[src/hw/sstp_cfg.svh]
// Purpose: constants of the sync status and time code panel
// Assumes: 10 MHz system clock
// Notes: included by the panel module and the testbench
`ifndef SSTP_CFG_SVH
`define SSTP_CFG_SVH

`define SSTP_CLK_HZ 10000000
// flash half periods in milliseconds
`define SSTP_FAST_HALF_MS 125
`define SSTP_SLOW_HALF_MS 500
`define SSTP_FAST_HALF_CYC ((`SSTP_FAST_HALF_MS * (`SSTP_CLK_HZ / 1000)))
`define SSTP_SLOW_HALF_CYC ((`SSTP_SLOW_HALF_MS * (`SSTP_CLK_HZ / 1000)))

// register byte addresses
`define SSTP_ADDR_CTRL 8'h00
`define SSTP_ADDR_EXPECT 8'h04
`define SSTP_ADDR_STATUS 8'h08
`define SSTP_ADDR_PERIOD 8'h0C

// control field positions
`define SSTP_CTRL_SRC_LSB 0
`define SSTP_CTRL_RATE_LSB 2
`define SSTP_CTRL_DROP 5
`define SSTP_CTRL_REMOTE 6
`define SSTP_CTRL_IDLEMUTE 7
`define SSTP_CTRL_WC256 8
`define SSTP_CTRL_GENRUN 9

// reset values
`define SSTP_EXPECT_RST 20'h00000
`define SSTP_RATE_RST 3'h0
`define SSTP_SRC_RST 2'h0

// deviation limits: 0.025 % is 1/4000, 4 % is 1/25
`define SSTP_FINE_DIV 32'h00000FA0
`define SSTP_COARSE_DIV 32'h00000019

// word clock divider: tick runs at 512x sample rate
`define SSTP_WC_DIV_W 9
`endif

[src/hw/sstp_pkg.sv]
// Purpose: types of the sync status and time code panel
// Assumes: constants come from sstp_cfg.svh
// Notes: none
package sstp_pkg;
    typedef enum logic [1:0] {SRC_LTC = 2'h0, SRC_VITC = 2'h1, SRC_AUTO = 2'h2,
        SRC_GEN = 2'h3} sstp_src_t;
    typedef enum logic [2:0] {FR_30 = 3'h0, FR_2997 = 3'h1, FR_25 = 3'h2, FR_24 = 3'h3,
        FR_23976 = 3'h4} sstp_rate_t;
    typedef enum logic [4:0] {CLS_SOLID = 5'b00001, CLS_YFAST = 5'b00010,
        CLS_YSLOW = 5'b00100, CLS_RFAST = 5'b01000, CLS_RSLOW = 5'b10000} sstp_cls_t;

    typedef struct packed {
        logic [7:0] hours;
        logic [7:0] minutes;
        logic [7:0] seconds;
        logic [7:0] frames;
    } sstp_tc_t;

    typedef struct packed {
        sstp_tc_t tc;
        logic dpFrames;
        logic dpMinutes;
    } sstp_disp_t;

    typedef struct packed {
        logic led30;
        logic led2997;
        logic led25;
        logic led24;
        logic dropFrameIndicator;
        logic ltcLed;
        logic vitcLed;
        logic lockGreen;
        logic lockYellow;
        logic rateYellow;
        logic rateRed;
        logic remoteLed;
    } sstp_leds_t;

    typedef struct packed {
        sstp_src_t src;
        sstp_rate_t rate;
        logic dropFrame;
        logic remote;
        logic idleMute;
        logic wc256;
        logic genRun;
        logic [19:0] expPeriod;
        logic [19:0] perCnt;
        logic [19:0] perMeas;
        sstp_cls_t cls;
        logic [23:0] fastCnt;
        logic [23:0] slowCnt;
        logic fastPh;
        logic slowPh;
        logic [8:0] wcDiv;
        logic wcOut;
        logic aesFrame;
        logic [31:0] rdata;
        sstp_disp_t disp;
        logic [7:0] mtcData;
        logic mtcValid;
    } sstp_state_t;
endpackage

[src/hw/sstp_panel.sv]
// Purpose: front panel status, time code display and clock output logic
// Assumes: inputs synchronous to clk; one-cycle tick pulses
// Notes: AES output content is silence; incoming AES content has no port
//
// How it works
// - show current reference as hh:mm:ss:ff
// - frames point lit on even field
// - parity only from VITC below half speed
// - minutes point lit in auto source mode
// - display raw incoming code, no offset
// - auto: both lit deciding, then chosen one
// - four rate LEDs plus drop-frame indicator
// - 23.976 flashes the 24 LED
// - lock LED solid green when locked
// - unlocked flashes yellow (HD) or green
// - within 0.025 percent: solid yellow
// - 0.025 to 4 percent: yellow fast/slow
// - beyond 4 percent: red fast/slow
// - rate LED dark when not locked
// - remote mode lights LED, ignores switches
// - MIDI output carries time code only
// - generate mode MTC follows run/stop
// - MTC continuous, muted on idle LTC
// - AES out all zero at sample rate
// - AES input content never forwarded
// - word clock 1x or 256x selectable
//
// Chosen here: the address-and-strobe port and the placing of the registers.
`timescale 1ns/100ps
`include "sstp_cfg.svh"

module sstp_panel import sstp_pkg::*; #(
    parameter int unsigned FAST_HALF_CYC = `SSTP_FAST_HALF_CYC,
    parameter int unsigned SLOW_HALF_CYC = `SSTP_SLOW_HALF_CYC
) (
    input wire logic clk,
    input wire logic reset,
    input wire logic [7:0] addr,
    input wire logic [31:0] wdata,
    input wire logic wr,
    input wire logic rd,
    output logic [31:0] rdata,
    input wire sstp_tc_t incomingTc,
    input wire sstp_tc_t generatorTc,
    input wire logic fieldEven,
    input wire logic vitcSlow,
    input wire logic autoDecided,
    input wire logic autoPickVitc,
    input wire logic locked,
    input wire logic hdVariant,
    input wire logic refTick,
    input wire logic [3:0] panelSw,
    input wire logic ltcIdle,
    input wire logic [7:0] mtcInData,
    input wire logic mtcInValid,
    input wire logic mtcInIsTc,
    input wire logic wcTick,
    output sstp_disp_t disp,
    output sstp_leds_t leds,
    output logic [7:0] mtcData,
    output logic mtcValid,
    output logic [23:0] aesSample,
    output logic aesFrame,
    output logic wcOut
);
    sstp_state_t s_q;
    sstp_state_t s_d;
    logic [19:0] meas;
    logic [19:0] dev;
    logic [31:0] dev32;
    logic [31:0] exp32;
    logic refSlow;
    logic vitcActive;
    logic swAct;

    // ----------------------------------------------------------------
    // next state
    // ----------------------------------------------------------------
    always_comb begin
        s_d = s_q;
        swAct = !s_q.remote && (panelSw != 4'h0);
        // register writes win over panel switches
        if (wr && addr == `SSTP_ADDR_CTRL) begin
            s_d.src = sstp_src_t'(wdata[`SSTP_CTRL_SRC_LSB +: 2]);
            s_d.rate = sstp_rate_t'(wdata[`SSTP_CTRL_RATE_LSB +: 3]);
            s_d.dropFrame = wdata[`SSTP_CTRL_DROP];
            s_d.remote = wdata[`SSTP_CTRL_REMOTE];
            s_d.idleMute = wdata[`SSTP_CTRL_IDLEMUTE];
            s_d.wc256 = wdata[`SSTP_CTRL_WC256];
            s_d.genRun = wdata[`SSTP_CTRL_GENRUN];
        end else if (swAct) begin
            if (panelSw[0]) begin
                s_d.rate = (s_q.rate == FR_23976) ? FR_30 : sstp_rate_t'(s_q.rate + 3'h1);
            end
            if (panelSw[1]) begin
                s_d.src = sstp_src_t'(s_q.src + 2'h1);
            end
            if (panelSw[2]) begin
                s_d.genRun = !s_q.genRun;
            end
            if (panelSw[3]) begin
                s_d.dropFrame = !s_q.dropFrame;
            end
        end
        if (wr && addr == `SSTP_ADDR_EXPECT) begin
            s_d.expPeriod = wdata[19:0];
        end

        // flash timebases shared by every flashing LED
        s_d.fastCnt = s_q.fastCnt + 24'h000001;
        if (s_q.fastCnt == 24'(FAST_HALF_CYC - 1)) begin
            s_d.fastCnt = 24'h000000;
            s_d.fastPh = !s_q.fastPh;
        end
        s_d.slowCnt = s_q.slowCnt + 24'h000001;
        if (s_q.slowCnt == 24'(SLOW_HALF_CYC - 1)) begin
            s_d.slowCnt = 24'h000000;
            s_d.slowPh = !s_q.slowPh;
        end

        // period measurement, one window per reference tick
        meas = s_q.perCnt + 20'h00001;
        refSlow = meas > s_q.expPeriod;
        dev = refSlow ? (meas - s_q.expPeriod) : (s_q.expPeriod - meas);
        dev32 = {12'h000, dev};
        exp32 = {12'h000, s_q.expPeriod};
        if (refTick) begin
            s_d.perCnt = 20'h00000;
            s_d.perMeas = meas;
            if (dev32 * `SSTP_FINE_DIV <= exp32) begin
                s_d.cls = CLS_SOLID;
            end else if (dev32 * `SSTP_COARSE_DIV <= exp32) begin
                s_d.cls = refSlow ? CLS_YSLOW : CLS_YFAST;
            end else begin
                s_d.cls = refSlow ? CLS_RSLOW : CLS_RFAST;
            end
        end else if (s_q.perCnt != 20'hFFFFF) begin
            s_d.perCnt = meas;
        end

        // display
        vitcActive = (s_q.src == SRC_VITC) || (s_q.src == SRC_AUTO && autoDecided
            && autoPickVitc);
        s_d.disp.tc = (s_q.src == SRC_GEN) ? generatorTc : incomingTc;
        s_d.disp.dpFrames = vitcActive && vitcSlow && fieldEven;
        s_d.disp.dpMinutes = (s_q.src == SRC_AUTO);

        // MTC gating: only time code messages pass
        s_d.mtcData = mtcInData;
        s_d.mtcValid = mtcInValid && mtcInIsTc
            && (s_q.src != SRC_GEN || s_q.genRun)
            && !(s_q.idleMute && ltcIdle);

        // word clock and silent AES frame strobe
        s_d.aesFrame = 1'b0;
        if (wcTick) begin
            s_d.wcDiv = s_q.wcDiv + 9'h001;
            s_d.aesFrame = (s_q.wcDiv == 9'h1FF);
        end
        s_d.wcOut = s_q.wc256 ? s_q.wcDiv[0] : s_q.wcDiv[8];

        // register read data, one cycle after the strobe
        s_d.rdata = 32'h00000000;
        if (rd) begin
            unique case (addr)
                `SSTP_ADDR_CTRL: s_d.rdata = {22'h000000, s_q.genRun, s_q.wc256,
                    s_q.idleMute, s_q.remote, s_q.dropFrame, s_q.rate, s_q.src};
                `SSTP_ADDR_EXPECT: s_d.rdata = {12'h000, s_q.expPeriod};
                `SSTP_ADDR_STATUS: s_d.rdata = {24'h000000, hdVariant, locked,
                    autoDecided, s_q.cls};
                `SSTP_ADDR_PERIOD: s_d.rdata = {12'h000, s_q.perMeas};
                default: s_d.rdata = 32'h00000000;
            endcase
        end
    end

    // ----------------------------------------------------------------
    // state register
    // ----------------------------------------------------------------
    always_ff @(posedge clk or posedge reset) begin
        if (reset) begin
            s_q <= '0;
            s_q.src <= sstp_src_t'(`SSTP_SRC_RST);
            s_q.rate <= sstp_rate_t'(`SSTP_RATE_RST);
            s_q.expPeriod <= `SSTP_EXPECT_RST;
            s_q.cls <= CLS_SOLID;
        end else begin
            s_q <= s_d;
        end
    end

    // ----------------------------------------------------------------
    // outputs
    // ----------------------------------------------------------------
    assign rdata = s_q.rdata;
    assign disp = s_q.disp;
    assign mtcData = s_q.mtcData;
    assign mtcValid = s_q.mtcValid;
    // incoming AES audio has no path here, so silence cannot be broken
    assign aesSample = 24'h000000;
    assign aesFrame = s_q.aesFrame;
    assign wcOut = s_q.wcOut;

    always_comb begin
        leds.led30 = (s_q.rate == FR_30);
        leds.led2997 = (s_q.rate == FR_2997);
        leds.led25 = (s_q.rate == FR_25);
        leds.led24 = (s_q.rate == FR_24) || (s_q.rate == FR_23976 && s_q.slowPh);
        leds.dropFrameIndicator = s_q.dropFrame;
        // both source LEDs stay lit until the auto choice settles
        leds.ltcLed = (s_q.src == SRC_LTC) || (s_q.src == SRC_AUTO
            && (!autoDecided || !autoPickVitc));
        leds.vitcLed = (s_q.src == SRC_VITC) || (s_q.src == SRC_AUTO
            && (!autoDecided || autoPickVitc));
        leds.lockGreen = locked || (!hdVariant && s_q.slowPh);
        leds.lockYellow = !locked && hdVariant && s_q.slowPh;
        leds.rateYellow = 1'b0;
        leds.rateRed = 1'b0;
        if (locked) begin
            unique case (s_q.cls)
                CLS_SOLID: leds.rateYellow = 1'b1;
                CLS_YFAST: leds.rateYellow = s_q.fastPh;
                CLS_YSLOW: leds.rateYellow = s_q.slowPh;
                CLS_RFAST: leds.rateRed = s_q.fastPh;
                CLS_RSLOW: leds.rateRed = s_q.slowPh;
            endcase
        end
        leds.remoteLed = s_q.remote;
    end
endmodule // sstp_panel

[config.mk]
export PLATFORM = sky130hd
export DESIGN_NAME = sstp_panel
export DESIGN_NICKNAME = d
export VERILOG_FILES = /design/src/hw/sstp_pkg.sv /design/src/hw/sstp_panel.sv
export VERILOG_INCLUDE_DIRS = /design/src /design/src/hw
export SDC_FILE = /design/constraint.sdc
export NUM_CORES = 1
export LEC_CHECK = 0
export BUFFER_PORTS_ARGS = -buffer_cell sky130_fd_sc_hd__buf_2
export CORE_ASPECT_RATIO = 1.5
export CORE_MARGIN = 3
export CORE_UTILIZATION = 60
export DETAILED_ROUTE_END_ITERATION = 6
export GPL_ROUTABILITY_DRIVEN = 0
export PLACE_DENSITY = 0.85
export SYNTH_ARGS = -nofsm -noshare
export SYNTH_HDL_FRONTEND = slang
export SYNTH_SLANG_ARGS = --single-unit
[constraint.sdc]
create_clock -name clk -period 10.6 [get_ports clk]
set_input_delay 0.53 -clock clk [delete_from_list [all_inputs] [get_ports clk]]
set_output_delay 0.53 -clock clk [all_outputs]
set_load 0.02 [all_outputs]
==> results of run 1 <==
==> per-layer routing <==
| layer | part of all wire [%] | track usage, % |
|---|---|---|
| met5 | 0 | 0 |
| met4 | 7.8 | 19.6 |
| met3 | 5.8 | 4.56 |
| met2 | 52 | 50.4 |
| met1 | 35 | 28.0 |
==> repair_timing <==
| action | 4_1_cts | 5_1_grt |
|---|---|---|
| buffers inserted | 0 | 8 |
| hold buffers | 0 | 0 |
| resized for setup | 0 | 7 |
| setup endpoints to repair | 0 | 5 |
==> cell families (layout without fill, tap and decap cells) <==
group / count (synthesis) / count (layout) / synth area share, %
AOI/OAI and AO/OA: 334 / 335 / 12.0
xor gates and xnor gates: 142 / 142 / 7.87
adders and majority gates: 273 / 273 / 22.9
buffers and inverters: 382 / 510 / 10.6
DFF: 199 / 199 / 28.4
muxes: 89 / 89 / 6.20
other: 1 / 36 / 0.0214
and+or+nand+nor: 424 / 424 / 12.0
==> area by class of cell <==
cell class / count / share of cell area [%]
clock inverters: 15 / 1.03
flip-flops and latches: 199 / 25.9
repair buffers: 243 / 6.96
multi-input cells: 1299 / 56.7
well taps: 390 / 2.54
clock buffers: 17 / 2.22
inverters: 235 / 4.63
==> worst max-delay path by stage <==
stage                        start        to  depth (start not counted)
final                     s_q[164]  s_q[140]                         41
after global routing      s_q[163]  s_q[138]                         42
after CTS                 s_q[161]  s_q[140]                         40
after detailed placement  s_q[161]  s_q[140]                         40
after global placement    s_q[161]  s_q[140]                         42
after floorplan           s_q[161]  s_q[139]                         40
==> per-stage QoR <==
stage	instances	TNS (ns)
floorplan	1879	0
global placement	2357	0
detailed placement	2357	0
CTS	2389	0
global route	2398	-0.178
finish	2398	0
==> critical path: cells and delay by family (launching register included) <==
kind | cells | cell delay [ns]
AOI/OAI and AO/OA | 15 | 3.17
adders and majority gates | 7 | 2.96
and+or+nand+nor | 8 | 1.29
xor gates and xnor gates | 4 | 0.93
buffers and inverters | 6 | 0.73
DFF | 1 | 0.41
muxes | 1 | 0.39
==> registers in the layout, summed over array words and instances (netlist names) <==
register,cells
leds,2
s_q,112
aesFrame,1
rdata,20
mtcValid,1
wcOut,1
disp,34
exp32,20
mtcData,8
==> cells in the final DEF (no fill, tap or decap), types with 9 or more instances in the layout <==
cell,synthesis,layout
dfrtp_1,198,198
and2_1,11,11
a21o_1,43,43
inv_1,234,233
nor2_1,121,121
a21oi_1,113,113
xnor2_1,73,73
nand4_1,27,27
mux2i_1,19,19
a22oi_1,11,11
nand2b_1,12,12
buf_2,7,195
fa_1,79,79
ha_1,192,192
nor2b_1,24,24
clkbuf_16,0,17
mux2_2,59,59
xor2_1,57,55
o21a_1,9,9
buf_4,108,48
nand3_1,48,48
o21ai_0,67,67
conb_1,1,36
and3_1,26,26
or3_1,10,10
nand2_1,96,96
nor3_1,12,12
==> qor.txt, run 1 <==
Register area share after synthesis = 28.4%
Area after DPL = 18500 µm²
Netlist cell types = 82
Critical Path End Type = flip-flop
Die W = 145 µm
Internal reg-to-reg setup slack = 0.56 ns
Final worst slack = 0.561 ns
Area grow syn2layout = 9.66%
Final HPWL DP = 34300 µm
Total number of yosys warnings = 0
Hold Crit Class = in -> reg
Yosys top cell area share = 28.3%
Core Area = 28700 µm²
Worst path max stage delay = 0.52 ns
Worst Path Arrival = 10.33 ns
Rows = 76
Synth Area per Inst = 9.50 µm²
Ports = 244
Routed Antenna Nets = 0
Util after Layout = 66.9%
Maxcap violations = 0
Status = complete, no violations
Setup Skew = 0.00966 ns
Commonest cells post-synth = inv_1 (234), dfrtp_1 (198), ha_1 (192)
Buffers on Ports = 195
Worst Hold Endpoint = mtcData[6]
ANT cells = 0
Ys flop type = dfrtp_1
Post-Place Setup Slack = 0.479 ns
FFs w/ async S/R, synth = 100%
Largest net degree at the start of global routing = 125
Vias per cell = 5.77
CTS max path bufs = 2
Crit Path Max Fanout = 11
Count leader, synth = inv_1
Clock root buffer master = clkbuf_16
Fillers = 2142
H-tree depth = 4
R2R Path End = s_q[140]
Final setup viols = 0
Syn Inst Count = 1844
Period minus WS final = 10.04 ns
Yosys top cell by area = dfrtp_1
Highest Clock Rate = 99.6 MHz
Total gr overflow = 0
Hold Path Stages = 1
Full die area = 31300 µm²
CTS tree = built
Crit Path Category = reg -> reg
1st-pass router iterations = 5
Initial DRC count = 841
Dominant cells by area after synthesis = dfrtp_1 (28%), ha_1 (14%), fa_1 (9.0%)
Nets@finish = 2397
Critical Path Start Type = flip-flop
Max Slew Vio Count = 0
Initial antenna violation count = 3
Clock latency on the worst-skew pair = 0.45 ns
CTS clk-pin slew, worst paths = 0.07 ns
Tightest Pin Transition = 1.12 ns
Worst reg2reg startpoint = s_q[164]
CP Data Required Time = 10.89 ns
Fin crit share = 94.7%
DR DRC count = 0
TritonCTS buffer count = 17
Final Hold Vio Count = 0
Reg area = 4980 µm²
Worst r2r path cells = 41
Vias in the first global route = 14300
Post-Syn Area = 17500 µm²
First-pass GRT wire length = 69700 µm
Multi-input logic area = 10900 µm²
WL final = 43300 µm
Hold slack final = 0.187 ns
Die Y = 215 µm
EDFF count, synth = 0
Wire length per cell = 18.0 µm
DR vias = 13800
Initial Util = 61.0%
Finished Cell Area = 19200 µm²
Share of cells above drive strength 1 = 19.3%
Slew margin rel. = 24.8%
Hold path startpoint = mtcInData[6]
CP max stage cell = fa_1
Gr usage total = 27.5%
Clock Sink Count = 199
Flops & latches, synth = 199
Power of run 1 is left out: the tool's default activity adds up to more than one toggle a clock period on the data nets, which glitch-free logic cannot reach.
==> run 2, diff against run 1 <==
ABC_AREA = 1   (was default)
PLACE_DENSITY = 0.84   (was 0.85)
==> run 2 against run 1 <==
  * The run now ends with design-rule violations left
  * Critical path depth increased by 3
  * Synthesized area increased by 8.9%
  * Setup slack improved by 0.70 ns
  * Critical path type unchanged
  * Critical endpoint is now s_q[136]
==> qor.txt, run 2 <==
Critical path's top delay family = simple AND/OR/NAND/NOR gates
EDFF count, synth = 0
Fillers = 2618
WL final = 51500 µm
Fin Setup TNS = 0 ns
Setup Skew = 0.00794 ns
Status = finished, violations left
CTS clk-pin slew, worst paths = 0.07 ns
Maxcap violations = 0
Hold path startpoint = mtcInData[3]
Area grow syn2layout = 7.02%
DR vias = 17400
Util after Layout = 65.5%
Rows = 79
1st-pass router iterations = 7
Post-CTS sizing = 0
Yosys top cell area share = 26.0%
Final Hold Vio Count = 0
CP Data Required Time = 10.95 ns
Failing checks = design-rule violations
Slew margin rel. = 30.8%
Worst Hold Endpoint = mtcData[3]
Total gr overflow = 0
Die W = 152 µm
Critical Path Start Type = flip-flop
Nets@finish = 3121
Commonest cells post-synth = nand2_1 (602), inv_1 (521), dfrtp_1 (198)
Synth Area per Inst = 7.32 µm²
Core Area = 31100 µm²
Final setup viols = 0
CP Buf/Inv Count = 9
Biggest register = s_q
Worst path max stage delay = 0.56 ns
First-pass GRT wire length = 81300 µm
Count leader, synth = nand2_1
Share of cells above drive strength 1 = 10.7%
Peak VDD IR = 0.334 mV
Post-Place Setup Slack = 1.40 ns
RSZ-0062 raised after global routing = false
Post-Syn Area = 19100 µm²
R2R Path End = s_q[136]
Crit Path Category = reg -> reg
Total number of yosys warnings = 0
Vias in the first global route = 17500
Initial DRC count = 1104
Ys flop type = dfrtp_1
Lkg Pwr = 11.4 nW
Vias per cell = 5.54
Highest Clock Rate = 107 MHz
CP max stage cell = fa_1
Gr usage total = 29.9%
H-tree depth = 4
Worst r2r path cells = 44
Full die area = 34000 µm²
Most frequent CP cell = nand2_1
Commonest cells after routing, fill and taps aside = nand2_1 (602), inv_1 (520), dfrtp_1 (198), buf_2 (195), ha_1 (192)
Die Y = 224 µm
Register area share after synthesis = 26.1%
Commonest non-fill, non-tap cell in the layout = nand2_1
Flops & latches, synth = 199
Crit Path Max Fanout = 27
Worst reg2reg startpoint = s_q[161]
Dominant cells by area after synthesis = dfrtp_1 (26%), ha_1 (13%), nand2_1 (12%)
Critical Path End Type = flip-flop
Setup bufs post-CTS = 0
DR DRC count = 2
Hold Path Stages = 1
Worst Path Arrival = 9.70 ns
Hold Crit Class = in -> reg
Initial Util = 61.2%
Clock latency on the worst-skew pair = 0.45 ns
CTS tree = built
Power Density = 292 nW/µm²
Clock root buffer master = clkbuf_16
Internal reg-to-reg setup slack = 1.26 ns
Crit path depth = 44
Yosys top cell by area = dfrtp_1
Largest net degree at the start of global routing = 116
Routed Antenna Nets = 0
Buffers on Ports = 195
Syn Inst Count = 2605
CTS Hold Buffers Added = 0
Max reg flops = 112
Final worst slack = 1.26 ns
Max Slew Vio Count = 0
Tightest Pin Transition = 1.03 ns
Period minus WS final = 9.34 ns
Final HPWL DP = 41500 µm
Initial antenna violation count = 1
Wire length per cell = 16.4 µm
Fin crit share = 88.1%
TritonCTS buffer count = 17
CTS max path bufs = 2
Ports = 244
FFs w/ async S/R, synth = 100%
Netlist cell types = 59
Clock Sink Count = 199
run 2: layout make-up:
class	count	area [µm²]	share of cell area, %
clock inverter	14	168	0.822
antenna	1	2.50	0.0123
tap	405	507	2.48
clock buffer	18	439	2.15
sequential	199	4980	24.4
inverter	538	2030	9.95
multi-input combinational	1764	11300	55.2
timing repair buffer	199	1010	4.93
run 2: stage by stage:
step	area (µm²)	hold slack (ns)	power, mW	std cells
after detailed placement	19800	0.468	5.26	3105
after global routing	20400	0.172	6.69	3137
after global placement	19800	0.466	5.11	3105
final	20400	0.186	5.97	3138
after CTS	20400	0.174	5.94	3137
after floorplan	19200	0.440	4.34	2640
run 2: cell families (layout without fill, tap and decap cells):
group / after synthesis / count (layout) / synth area share, %
AND/OR/NAND/NOR: 1030 / 1030 / 22.9
buffers and inverters: 677 / 769 / 15.4
multiplexers: 1 / 1 / 0.0591
other: 1 / 37 / 0.0197
XOR/XNOR: 109 / 109 / 5.01
flip-flops: 199 / 199 / 26.1
adder cells (fa/ha/maj): 271 / 271 / 20.9
AO/OA/AOI/OAI: 317 / 317 / 9.55
run 2: power by group:
part	leakage (nW)	switching, mW	internal [mW]	total, mW
Combinational	8.57	2.81	1.61	4.41
Clock	0.288	0.306	0.360	0.666
Sequential	2.54	0.0522	0.834	0.886
Total	11.4	3.17	2.80	5.97
run 2: worst max-delay path by stage:
stage,startpoint,end,slack [ns]
after floorplan,s_q[161],s_q[137],2.96
after CTS,s_q[161],s_q[138],1.34
after detailed placement,s_q[161],s_q[136],1.40
after global routing,s_q[161],s_q[137],0.47
final,s_q[161],s_q[136],1.26
after global placement,s_q[161],s_q[136],1.61
run 2: metal layers:
metal	vias to the layer above	global-route usage (%)	wire length, µm
met5	-	0	0
met4	0	25.6	5050
met3	265	6.15	3700
met2	805	53.1	25400
met1	8069	28.9	17300
li1	8234	-	-
No activity file was read; power rests on OpenSTA's default activity.
